$ cat src/rtl/asc_map.vh
// Purpose: constants for the acquisition sample clock select block
// Assumes: 10 MHz core clock, classic Wishbone register access
// Notes:   included by bare name, definitions only
//
// Contract
// - three clock modes: internal, external, custom
// - internal periods step in 1-2-5 sequence
// - general mode periods 10 ns to 1 ms, default 10 ns
// - fast mode periods 2.5 ns to 1 ms, default 5 ns
// - channels 96 general, 48 fast, 24 at 2.5 ns
// - narrower width deepens memory: 8K, 16K, 32K
// - clock modes allowed depend on support mode
// - at most four equation lines; fifth add refused
// - equation lines are ORed into the strobe
// - one clock term ANDed with zero to three qualifiers
// - rising or falling edge chosen per line
// - each qualifier active high or active low
// - two leftmost qualifiers combined, then third, AND/OR
// - qualifier result ANDed with the clock edge
// - four edge sensitive clock lines 0 to 3
// - four level gate lines with internal complements
// - clock lines usable as level qualifiers, true/inverted
// - clock n excludes clock n and gate n as qualifiers
// - default is one line, rising edge of clock 3
`ifndef ASC_MAP_VH
`define ASC_MAP_VH

// register byte offsets
`define ASC_OFF_CTRL      8'h00
`define ASC_OFF_STATUS    8'h04
`define ASC_OFF_LINE_CMD  8'h08
`define ASC_OFF_SMP_CNT   8'h0C
`define ASC_OFF_LINE0     8'h10
`define ASC_OFF_LINE3     8'h1C

// control fields
`define ASC_CTRL_SUP      1:0
`define ASC_CTRL_CLK      5:4
`define ASC_CTRL_PER      12:8
`define ASC_SUP_GP        2'h0
`define ASC_SUP_FAST      2'h1
`define ASC_SUP_CUSTOM    2'h2
`define ASC_CLK_INT       2'h0
`define ASC_CLK_EXT       2'h1
`define ASC_CLK_CUSTOM    2'h2

// status fields
`define ASC_ST_WIDTH      6:0
`define ASC_ST_DEPTH      13:8
`define ASC_ST_LINES      18:16
`define ASC_ST_REFUSED    24

// line command fields
`define ASC_CMD_IDX       1:0
`define ASC_CMD_ADD       4
`define ASC_CMD_DEL       5
`define ASC_CMD_DEF       6

// equation line fields
`define ASC_LN_SEL        1:0
`define ASC_LN_FALL       2
`define ASC_LN_Q0         7:3
`define ASC_LN_Q1         12:8
`define ASC_LN_Q2         17:13
`define ASC_LN_OP1        18
`define ASC_LN_OP2        19
`define ASC_Q_EN          4
`define ASC_Q_INV         3
`define ASC_Q_CLK         2
`define ASC_Q_IDX         1:0
`define ASC_LN_DEFAULT    20'h00003
`define ASC_LINES_MAX     3'h4
`define ASC_LINES_ONE     3'h1

// time base period indices
`define ASC_PER_IDX_2P5NS 5'h00
`define ASC_PER_IDX_5NS   5'h01
`define ASC_PER_IDX_10NS  5'h02
`define ASC_PER_IDX_MAX   5'h11

// periods in picoseconds, 1-2-5 steps
`define ASC_CLK_PS        100000
`define ASC_PER_2P5NS_PS  2500
`define ASC_PER_5NS_PS    5000
`define ASC_PER_10NS_PS   10000
`define ASC_PER_20NS_PS   20000
`define ASC_PER_50NS_PS   50000
`define ASC_PER_100NS_PS  100000
`define ASC_PER_200NS_PS  200000
`define ASC_PER_500NS_PS  500000
`define ASC_PER_1US_PS    1000000
`define ASC_PER_2US_PS    2000000
`define ASC_PER_5US_PS    5000000
`define ASC_PER_10US_PS   10000000
`define ASC_PER_20US_PS   20000000
`define ASC_PER_50US_PS   50000000
`define ASC_PER_100US_PS  100000000
`define ASC_PER_200US_PS  200000000
`define ASC_PER_500US_PS  500000000
`define ASC_PER_1MS_PS    1000000000

// channel widths and memory depth in K samples
`define ASC_WIDTH_FULL    7'h60
`define ASC_WIDTH_HALF    7'h30
`define ASC_WIDTH_QUARTER 7'h18
`define ASC_DEPTH_FULL_K  6'h08
`define ASC_DEPTH_HALF_K  6'h10
`define ASC_DEPTH_QUART_K 6'h20

`endif

$ cat src/rtl/asc_sample_clock_select.v
// Purpose: sample clock generation for an acquisition card
// Assumes: target lines are asynchronous and slow against core_clk_i
// Notes:   registers over classic Wishbone, one strobe pulse per sample
//
// Implementation choices: the register addresses and the Wishbone register port.
`timescale 1ns/1ps
`default_nettype none
`include "asc_map.vh"

module asc_sample_clock_select #(
  parameter [13:0] PER_500US_CYCLES = 14'd5000,
  parameter [13:0] PER_1MS_CYCLES   = 14'd10000
) (
  input  wire        core_clk_i,
  input  wire        rst_n_i,
  input  wire        wb_cyc_i,
  input  wire        wb_stb_i,
  input  wire        wb_we_i,
  input  wire [7:0]  wb_adr_i,
  input  wire [3:0]  wb_sel_i,
  input  wire [31:0] wb_dat_i,
  output reg  [31:0] wb_dat_o,
  output reg         wb_ack_o,
  input  wire        target_clk_line_0_i,
  input  wire        target_clk_line_1_i,
  input  wire        target_clk_line_2_i,
  input  wire        target_clk_line_3_i,
  input  wire        level_gate_line_0_i,
  input  wire        level_gate_line_1_i,
  input  wire        level_gate_line_2_i,
  input  wire        level_gate_line_3_i,
  input  wire        custom_strobe_i,
  output reg         sample_strobe_o,
  output reg         custom_sel_o,
  output reg  [6:0]  chan_width_o,
  output reg  [5:0]  mem_depth_k_o
);

  // control state
  reg  [1:0]  sup_mode;
  reg  [1:0]  clk_mode;
  reg  [4:0]  per_idx;
  reg  [2:0]  line_cnt;
  reg  [19:0] line_cfg [0:3];
  reg         refused;
  reg  [31:0] smp_cnt;
  reg  [13:0] tb_cnt;
  reg         tb_tick;

  // target line synchronisers
  reg  [7:0]  sync1;
  reg  [7:0]  sync2;
  reg  [7:0]  sync3;
  wire [7:0]  raw_lines;
  wire [3:0]  clk_lvl;
  wire [3:0]  gate_lvl;
  wire [3:0]  clk_rise;
  wire [3:0]  clk_fall;

  // bus decode
  wire        bus_req;
  wire        wr_stb;
  wire [31:0] wmask;
  wire        hit_line;
  wire [1:0]  line_adr;
  wire [31:0] ctrl_rd;
  wire [31:0] ctrl_new;
  wire [19:0] line_new;
  wire [1:0]  new_sup;
  wire [1:0]  new_clk;
  wire [4:0]  new_per;

  reg         next_strobe;
  reg  [3:0]  line_hits;
  reg         ctrl_ok;
  reg  [13:0] tb_target;
  reg  [31:0] rd_data;
  integer     i;
  integer     j;

  assign raw_lines = {level_gate_line_3_i, level_gate_line_2_i,
                      level_gate_line_1_i, level_gate_line_0_i,
                      target_clk_line_3_i, target_clk_line_2_i,
                      target_clk_line_1_i, target_clk_line_0_i};

  // two flops per line, third flop for edges
  always @(posedge core_clk_i or negedge rst_n_i) begin
    if (!rst_n_i) begin
      sync1 <= 8'h00;
      sync2 <= 8'h00;
      sync3 <= 8'h00;
    end else begin
      sync1 <= raw_lines;
      sync2 <= sync1;
      sync3 <= sync2;
    end
  end

  assign clk_lvl  = sync2[3:0];
  assign gate_lvl = sync2[7:4];
  assign clk_rise = sync2[3:0] & ~sync3[3:0];
  assign clk_fall = ~sync2[3:0] & sync3[3:0];

  // one qualifier term as a level
  function qual_term;
    input [4:0] q;
    input [3:0] c;
    input [3:0] g;
    reg         lvl;
    begin
      lvl = q[`ASC_Q_CLK] ? c[q[`ASC_Q_IDX]] : g[q[`ASC_Q_IDX]];
      qual_term = lvl ^ q[`ASC_Q_INV];
    end
  endfunction

  // one equation line: edge and combined qualifiers
  function line_eval;
    input [19:0] cfg;
    input [3:0]  c;
    input [3:0]  g;
    input [3:0]  rise;
    input [3:0]  fall;
    reg          edge_seen;
    reg          r;
    begin
      edge_seen = cfg[`ASC_LN_FALL] ? fall[cfg[`ASC_LN_SEL]]
                                    : rise[cfg[`ASC_LN_SEL]];
      r = 1'b1;
      if (cfg[3 + `ASC_Q_EN]) begin
        r = qual_term(cfg[`ASC_LN_Q0], c, g);
      end
      if (cfg[8 + `ASC_Q_EN]) begin
        if (cfg[`ASC_LN_OP1]) begin
          r = r | qual_term(cfg[`ASC_LN_Q1], c, g);
        end else begin
          r = r & qual_term(cfg[`ASC_LN_Q1], c, g);
        end
      end
      if (cfg[13 + `ASC_Q_EN]) begin
        if (cfg[`ASC_LN_OP2]) begin
          r = r | qual_term(cfg[`ASC_LN_Q2], c, g);
        end else begin
          r = r & qual_term(cfg[`ASC_LN_Q2], c, g);
        end
      end
      line_eval = edge_seen & r;
    end
  endfunction

  // qualifiers packed left, none shares the clock index
  function line_legal;
    input [19:0] cfg;
    reg   [1:0]  sel;
    begin
      sel = cfg[`ASC_LN_SEL];
      line_legal = 1'b1;
      if (cfg[3 + `ASC_Q_EN] && cfg[4:3] == sel) begin
        line_legal = 1'b0;
      end
      if (cfg[8 + `ASC_Q_EN] && cfg[9:8] == sel) begin
        line_legal = 1'b0;
      end
      if (cfg[13 + `ASC_Q_EN] && cfg[14:13] == sel) begin
        line_legal = 1'b0;
      end
      if (cfg[8 + `ASC_Q_EN] && !cfg[3 + `ASC_Q_EN]) begin
        line_legal = 1'b0;
      end
      if (cfg[13 + `ASC_Q_EN] && !cfg[8 + `ASC_Q_EN]) begin
        line_legal = 1'b0;
      end
    end
  endfunction

  // cycles for one ps period, never below one
  function [13:0] ps_cycles;
    input integer ps;
    integer       t;
    begin
      t = ps / `ASC_CLK_PS;
      if (t < 1) begin
        t = 1;
      end
      ps_cycles = t[13:0];
    end
  endfunction

  // time base period table
  always @* begin
    case (per_idx)
      5'h00:   tb_target = ps_cycles(`ASC_PER_2P5NS_PS);
      5'h01:   tb_target = ps_cycles(`ASC_PER_5NS_PS);
      5'h02:   tb_target = ps_cycles(`ASC_PER_10NS_PS);
      5'h03:   tb_target = ps_cycles(`ASC_PER_20NS_PS);
      5'h04:   tb_target = ps_cycles(`ASC_PER_50NS_PS);
      5'h05:   tb_target = ps_cycles(`ASC_PER_100NS_PS);
      5'h06:   tb_target = ps_cycles(`ASC_PER_200NS_PS);
      5'h07:   tb_target = ps_cycles(`ASC_PER_500NS_PS);
      5'h08:   tb_target = ps_cycles(`ASC_PER_1US_PS);
      5'h09:   tb_target = ps_cycles(`ASC_PER_2US_PS);
      5'h0A:   tb_target = ps_cycles(`ASC_PER_5US_PS);
      5'h0B:   tb_target = ps_cycles(`ASC_PER_10US_PS);
      5'h0C:   tb_target = ps_cycles(`ASC_PER_20US_PS);
      5'h0D:   tb_target = ps_cycles(`ASC_PER_50US_PS);
      5'h0E:   tb_target = ps_cycles(`ASC_PER_100US_PS);
      5'h0F:   tb_target = ps_cycles(`ASC_PER_200US_PS);
      5'h10:   tb_target = PER_500US_CYCLES;
      5'h11:   tb_target = PER_1MS_CYCLES;
      default: tb_target = PER_1MS_CYCLES;
    endcase
  end

  // internal time base
  always @(posedge core_clk_i or negedge rst_n_i) begin
    if (!rst_n_i) begin
      tb_cnt  <= 14'h0000;
      tb_tick <= 1'b0;
    end else if (tb_cnt >= tb_target - 14'h0001) begin
      tb_cnt  <= 14'h0000;
      tb_tick <= 1'b1;
    end else begin
      tb_cnt  <= tb_cnt + 14'h0001;
      tb_tick <= 1'b0;
    end
  end

  // strobe selection per clock mode
  always @* begin
    for (i = 0; i < 4; i = i + 1) begin
      line_hits[i] = (i < line_cnt) &&
                     line_eval(line_cfg[i], clk_lvl, gate_lvl, clk_rise, clk_fall);
    end
    case (clk_mode)
      `ASC_CLK_INT:    next_strobe = tb_tick;
      `ASC_CLK_EXT:    next_strobe = |line_hits;
      `ASC_CLK_CUSTOM: next_strobe = custom_strobe_i;
      default:         next_strobe = 1'b0;
    endcase
  end

  // bus decode and write merge
  assign bus_req  = wb_cyc_i & wb_stb_i & ~wb_ack_o;
  assign wr_stb   = bus_req & wb_we_i;
  assign wmask    = {{8{wb_sel_i[3]}}, {8{wb_sel_i[2]}}, {8{wb_sel_i[1]}}, {8{wb_sel_i[0]}}};
  assign hit_line = (wb_adr_i >= `ASC_OFF_LINE0) && (wb_adr_i <= `ASC_OFF_LINE3) &&
                    (wb_adr_i[1:0] == 2'h0);
  assign line_adr = wb_adr_i[3:2];
  assign ctrl_rd  = {19'h00000, per_idx, 2'h0, clk_mode, 2'h0, sup_mode};
  assign ctrl_new = (ctrl_rd & ~wmask) | (wb_dat_i & wmask);
  assign line_new = (line_cfg[line_adr] & ~wmask[19:0]) | (wb_dat_i[19:0] & wmask[19:0]);
  assign new_sup  = ctrl_new[`ASC_CTRL_SUP];
  assign new_clk  = ctrl_new[`ASC_CTRL_CLK];
  assign new_per  = (new_sup != sup_mode) ?
                    ((new_sup == `ASC_SUP_FAST) ? `ASC_PER_IDX_5NS : `ASC_PER_IDX_10NS) :
                    ctrl_new[`ASC_CTRL_PER];

  // control write legality
  always @* begin
    ctrl_ok = 1'b1;
    case (new_sup)
      `ASC_SUP_GP:     ctrl_ok = (new_clk != `ASC_CLK_CUSTOM) &&
                                 (new_clk != 2'h3) &&
                                 (new_per >= `ASC_PER_IDX_10NS);
      `ASC_SUP_FAST:   ctrl_ok = (new_clk == `ASC_CLK_INT);
      `ASC_SUP_CUSTOM: ctrl_ok = (new_clk != 2'h3) &&
                                 (new_per >= `ASC_PER_IDX_10NS);
      default:         ctrl_ok = 1'b0;
    endcase
    if (new_per > `ASC_PER_IDX_MAX) begin
      ctrl_ok = 1'b0;
    end
  end

  // register file and line list
  always @(posedge core_clk_i or negedge rst_n_i) begin
    if (!rst_n_i) begin
      sup_mode    <= `ASC_SUP_GP;
      clk_mode    <= `ASC_CLK_INT;
      per_idx     <= `ASC_PER_IDX_10NS;
      line_cnt    <= `ASC_LINES_ONE;
      line_cfg[0] <= `ASC_LN_DEFAULT;
      line_cfg[1] <= `ASC_LN_DEFAULT;
      line_cfg[2] <= `ASC_LN_DEFAULT;
      line_cfg[3] <= `ASC_LN_DEFAULT;
      refused     <= 1'b0;
    end else begin
      if (wr_stb && wb_adr_i == `ASC_OFF_STATUS && wb_sel_i[3] &&
          wb_dat_i[`ASC_ST_REFUSED]) begin
        refused <= 1'b0;
      end
      if (wr_stb && wb_adr_i == `ASC_OFF_CTRL) begin
        if (ctrl_ok) begin
          sup_mode <= new_sup;
          clk_mode <= new_clk;
          per_idx  <= new_per;
        end else begin
          refused <= 1'b1;
        end
      end
      if (wr_stb && hit_line) begin
        if ({1'b0, line_adr} < line_cnt && line_legal(line_new)) begin
          line_cfg[line_adr] <= line_new;
        end else begin
          refused <= 1'b1;
        end
      end
      if (wr_stb && wb_adr_i == `ASC_OFF_LINE_CMD && wb_sel_i[0]) begin
        if (wb_dat_i[`ASC_CMD_ADD]) begin
          if (line_cnt < `ASC_LINES_MAX) begin
            line_cfg[line_cnt[1:0]] <= `ASC_LN_DEFAULT;
            line_cnt <= line_cnt + 3'h1;
          end else begin
            refused <= 1'b1;
          end
        end else if (wb_dat_i[`ASC_CMD_DEL]) begin
          if ({1'b0, wb_dat_i[`ASC_CMD_IDX]} >= line_cnt) begin
            refused <= 1'b1;
          end else if (line_cnt == `ASC_LINES_ONE) begin
            line_cfg[0] <= `ASC_LN_DEFAULT;
          end else begin
            for (j = 0; j < 3; j = j + 1) begin
              if (j >= wb_dat_i[`ASC_CMD_IDX]) begin
                line_cfg[j] <= line_cfg[j + 1];
              end
            end
            line_cnt <= line_cnt - 3'h1;
          end
        end else if (wb_dat_i[`ASC_CMD_DEF]) begin
          if (clk_mode == `ASC_CLK_EXT) begin
            line_cfg[0] <= `ASC_LN_DEFAULT;
            line_cnt    <= `ASC_LINES_ONE;
          end else begin
            refused <= 1'b1;
          end
        end
      end
    end
  end

  // sample strobe, count and width outputs
  always @(posedge core_clk_i or negedge rst_n_i) begin
    if (!rst_n_i) begin
      sample_strobe_o <= 1'b0;
      smp_cnt         <= 32'h00000000;
      custom_sel_o    <= 1'b0;
      chan_width_o    <= `ASC_WIDTH_FULL;
      mem_depth_k_o   <= `ASC_DEPTH_FULL_K;
    end else begin
      sample_strobe_o <= next_strobe;
      if (next_strobe) begin
        smp_cnt <= smp_cnt + 32'h00000001;
      end
      custom_sel_o <= (clk_mode == `ASC_CLK_CUSTOM);
      if (sup_mode != `ASC_SUP_FAST) begin
        chan_width_o  <= `ASC_WIDTH_FULL;
        mem_depth_k_o <= `ASC_DEPTH_FULL_K;
      end else if (per_idx == `ASC_PER_IDX_2P5NS) begin
        chan_width_o  <= `ASC_WIDTH_QUARTER;
        mem_depth_k_o <= `ASC_DEPTH_QUART_K;
      end else begin
        chan_width_o  <= `ASC_WIDTH_HALF;
        mem_depth_k_o <= `ASC_DEPTH_HALF_K;
      end
    end
  end

  // read mux
  always @* begin
    rd_data = 32'h00000000;
    if (wb_adr_i == `ASC_OFF_CTRL) begin
      rd_data = ctrl_rd;
    end else if (wb_adr_i == `ASC_OFF_STATUS) begin
      rd_data[`ASC_ST_WIDTH]   = chan_width_o;
      rd_data[`ASC_ST_DEPTH]   = mem_depth_k_o;
      rd_data[`ASC_ST_LINES]   = line_cnt;
      rd_data[`ASC_ST_REFUSED] = refused;
    end else if (wb_adr_i == `ASC_OFF_SMP_CNT) begin
      rd_data = smp_cnt;
    end else if (hit_line) begin
      rd_data[19:0] = line_cfg[line_adr];
    end
  end

  // wishbone answer, one cycle after the request
  always @(posedge core_clk_i or negedge rst_n_i) begin
    if (!rst_n_i) begin
      wb_ack_o <= 1'b0;
      wb_dat_o <= 32'h00000000;
    end else begin
      wb_ack_o <= bus_req;
      if (bus_req && !wb_we_i) begin
        wb_dat_o <= rd_data;
      end
    end
  end

endmodule // asc_sample_clock_select

`default_nettype wire

$ cat config.mk
export PLATFORM = sky130hd
export DESIGN_NAME = asc_sample_clock_select
export DESIGN_NICKNAME = d
export VERILOG_FILES = /design/src/rtl/asc_sample_clock_select.v
export VERILOG_INCLUDE_DIRS = /design/src /design/src/rtl
export SDC_FILE = /design/constraint.sdc
export NUM_CORES = 1
export LEC_CHECK = 0
export BUFFER_PORTS_ARGS = -buffer_cell sky130_fd_sc_hd__buf_2
export CORE_MARGIN = 5
export CORE_UTILIZATION = 46
export DETAILED_ROUTE_END_ITERATION = 7
export HOLD_SLACK_MARGIN = 0.12
export PLACE_DENSITY_LB_ADDON = 0.12
export SLEW_MARGIN = 20
export SYNTH_ARGS = -nofsm -noshare
export SYNTH_HDL_FRONTEND = slang
export SYNTH_SLANG_ARGS = --single-unit
$ cat constraint.sdc
create_clock -name core_clk_i -period 7.4 [get_ports core_clk_i]
set_input_delay 1.11 -clock core_clk_i [delete_from_list [all_inputs] [get_ports core_clk_i]]
set_output_delay 1.11 -clock core_clk_i [all_outputs]
set_load 0.02 [all_outputs]
==> results by group <==
Final layout
  • Layout cell share with drive strength beyond 1: 0.181
  • FILL cells: 2492
  • Syn-to-layout area delta: 9.83%
  • Final Net Count: 1397
  • Finished Core Util: 0.511

Clock network
  • Post-CTS setup buffer count: 0
  • Post-CTS Hold Buffers: 0
  • Clk buf depth: 2
  • Clock root buffer master: clkbuf_16
  • CTS sink cnt: 200
  • Inserted Clock Buffers: 17
  • H-tree levels: 4
  • CTS tree: done
  • Clock transition at the registers of the reported paths: 0.08 ns
  • Clock insertion delay at the later pin of the skew report: 0.46 ns
  • Post_cts resized: 0

Synthesis
  • Ys flop type: dfrtp_1
  • Count of warnings emitted by yosys: 0
  • Mapped cell area: 0.0125 mm^2
  • Yosys reg bits: 200
  • Largest area contributor in the netlist: dfrtp_1
  • Post-synthesis sequential area ratio: 0.401
  • Post-Syn Instances: 1284
  • Cell variety after synth: 77
  • Post-synth EDFFs: 0
  • Most numerous cell in the Yosys netlist: dfrtp_1
  • Area contributors post-synth: dfrtp_1, mux4_2, mux2i_1
  • Top cells by count, synth: dfrtp_1, nand2_1, nor2_1
  • Avg Cell Area, Syn: 9.74 um^2
  • Ys async rst share: 1.00
  • Share of the synthesized area in the top cell type: 0.376

Floorplan
  • Initial Util: 0.465
  • Die area: 0.0306 mm^2
  • Die Y: 175 um
  • Core area: 0.0269 mm^2
  • Die Width: 175 um
  • IO Pins: 106
  • Cell row count: 60

Worst setup path
  • Endpoint type of the worst setup path: register
  • Register-to-register setup slack: 3.21 ns
  • Worst Path Required: 7.73 ns
  • RR Startpoint: line_cfg[74]
  • Worst setup path class: in -> reg
  • Most frequent CP cell: buf_4
  • Reg2reg path depth: 10
  • Crit path launch type: input pin
  • Worst EP arrival: 5.26 ns
  • Crit path largest cell delay: 0.70 ns
  • Crit Reg-Reg Endpoint: line_cfg[24]
  • CP Max Fanout: 20
  • Highest-delay cell along the critical path: mux4_1
  • CP Cell Sequence: buf_2, buf_4, mux4_1, a21bo_2, xor2_1, a21oi_2, o221ai_2, or2_4, nor3b_4, buf_4, mux2i_1, o21ai_1

Power and ir drop
  • Combinational power share: 0.139
  • Clock share of power: 0.389
  • VDD IR max: 0.136 mV
  • Switching Fraction: 0.314
  • Leakage: 0.00564 uW
  • Flop pwr share: 0.472
  • P_sw: 800 uW
  • Pwr/cell area: 186 mW/mm^2
  • Int Power: 1750 uW

STA
  • Tightest Pin Transition: 1.18 ns
  • Fin worst setup slack: 2.47 ns
  • Final Setup Violations: 0
  • Tcrit/Tclk final: 0.666
  • Slew Viols, Final: 0
  • RSZ-0062 raised after global routing: false
  • Worst Clk Skew: 0.0197 ns
  • Post-route minimum period: 4.93 ns
  • Relative slew slack: 0.216
  • Fmax: 203 MHz
  • Setup TNS: 0 ns
  • Final Hold Violating Endpoints: 0
  • Worst hold slack: 0.353 ns

Status
  • Status: finished with violations
  • Failing checks: DRC

Global routing
  • Number of global-route vias before repair: 10102
  • Largest net degree at the start of global routing: 76
  • Grt ovf: 0
  • Gr usage total: 0.249
  • Initial antenna violation count: 1
  • First-pass GRT wire length: 59900 um

Placement
  • Pre-CTS setup slack: 1.99 ns
  • HPWL after DPL: 25700 um
  • GPL Wtd Cong: 0.884
  • Number of port buffers: 88

Detailed routing
  • TritonRoute pass-1 iters: 8
  • Starting DRC count in detailed routing: 1015
  • WL per Instance: 22.8 um
  • Drt drc: 16
  • Vias: 10378
  • DRT antenna net count: 0
  • Vias per inst: 6.23
  • Final wirelength: 38000 um

Job
  • Max-cap violations: 0

Worst hold path
  • Hold path cells: 0
  • Hold worst-path end: sync2[2]
  • Hold_sp: sync1[2]
  • Hold crit path type: reg -> reg
==> worst max-delay path: cells and delay by family <==
kind / cells / cell delay [ns]
buffers and inverters: 3 / 1.19
AND/OR/NAND/NOR: 2 / 1.02
multiplexers: 2 / 0.94
AO/OA/AOI/OAI: 4 / 0.76
XOR/XNOR: 1 / 0.20
==> flip-flops by register name, indices dropped and copies added (netlist names) <==
signal	count
chan_width_o	3
clk_mode	2
custom_sel_o	1
line_cfg	60
line_cnt	3
line_eval.cfg	20
mem_depth_k_o	2
per_idx	5
refused	1
sample_strobe_o	1
smp_cnt	32
sup_mode	2
sync1	8
sync2	8
sync3	4
tb_cnt	14
tb_tick	1
wb_ack_o	1
wb_dat_o	32
==> layer usage <==
metal | GRT usage | up-vias | part of all wire
met4 | 0.0877 | 0 | 0.029
li1 | - | 4738 | -
met2 | 0.394 | 423 | 0.46
met3 | 0.0444 | 79 | 0.072
met1 | 0.347 | 5138 | 0.43
met5 | 0 | - | 0
==> final cells by class <==
type | instances | area, um^2 | area share
clock inverter | 15 | 208 | 0.0151
inverter | 27 | 101 | 0.00738
timing repair buffer | 105 | 577 | 0.0420
clock buffer | 17 | 425 | 0.0310
sequential | 200 | 5020 | 0.366
tap | 341 | 427 | 0.0311
antenna | 1 | 2.50 | 0.000182
multi-input combinational | 959 | 6970 | 0.508
==> cell families (layout without fill, tap and decap cells) <==
kind of cell	Yosys count	count (layout)	share of synthesized area
other	2	8	0.000601
adders and majority gates	29	29	0.0290
xor gates and xnor gates	63	63	0.0441
muxes	122	122	0.145
DFF	200	200	0.401
AOI/OAI and AO/OA	324	324	0.176
buffers and inverters	130	164	0.0455
and+or+nand+nor	414	414	0.159
==> worst max path at each step <==
stage                      startpoint      endpoint
after floorplan           wb_adr_i[2]  line_cfg[32]
after global placement    wb_adr_i[2]  line_cfg[24]
after detailed placement  wb_adr_i[2]  line_cfg[24]
after CTS                 wb_adr_i[2]  line_cfg[24]
after global routing      wb_adr_i[2]  line_cfg[24]
final                     wb_adr_i[2]  line_cfg[24]
==> cell usage in the layout, fill, tap and decap left out, types with 6 or more instances in the layout <==
master / synthesis / final
dfrtp_1: 188 / 188
nand2_1: 153 / 153
nor2_1: 100 / 100
buf_2: 15 / 87
a21oi_1: 73 / 72
o21ai_0: 68 / 68
mux2i_1: 62 / 62
mux4_2: 44 / 44
xnor2_1: 41 / 41
ha_1: 29 / 29
o211ai_1: 28 / 28
inv_1: 27 / 27
nand2b_1: 27 / 27
nand3_1: 27 / 27
and2_1: 25 / 25
o22ai_1: 24 / 24
xor2_1: 22 / 22
a211oi_1: 20 / 20
clkbuf_16: 0 / 17
buf_4: 8 / 17
mux2_2: 14 / 14
and3_1: 14 / 14
a222oi_1: 14 / 14
o31ai_2: 13 / 13
o2111ai_1: 13 / 13
dfstp_2: 12 / 12
nor3_1: 12 / 10
nor2b_1: 9 / 9
a31oi_1: 9 / 8
nand4_1: 8 / 8
a221oi_1: 8 / 8
conb_1: 2 / 7
nand3b_1: 6 / 6
o21ai_1: 6 / 6
o21a_1: 6 / 6
and4_1: 6 / 6
clkinv_8: 0 / 6
==> per-stage QoR <==
| step | area, um^2 | power, uW | instances |
|---|---|---|---|
| floorplan | 12500 | 1440 | 1289 |
| finish | 13700 | 2550 | 1665 |
| CTS | 13700 | 2560 | 1663 |
| detailed placement | 13100 | 1570 | 1631 |
| global placement | 13100 | 1570 | 1631 |
| global route | 13700 | 2670 | 1665 |
==> power groups by stage <==
stage          Clock [uW]  Sequential, uW  Combinational (uW)
2_1_floorplan           0            1210                 230
3_3_place_gp            0            1220                 345
3_5_place_dp            0            1220                 351
4_1_cts              1010            1200                 351
5_1_grt              1060            1210                 393
6_report              992            1200                 356
(Power assumes the default switching activity.)
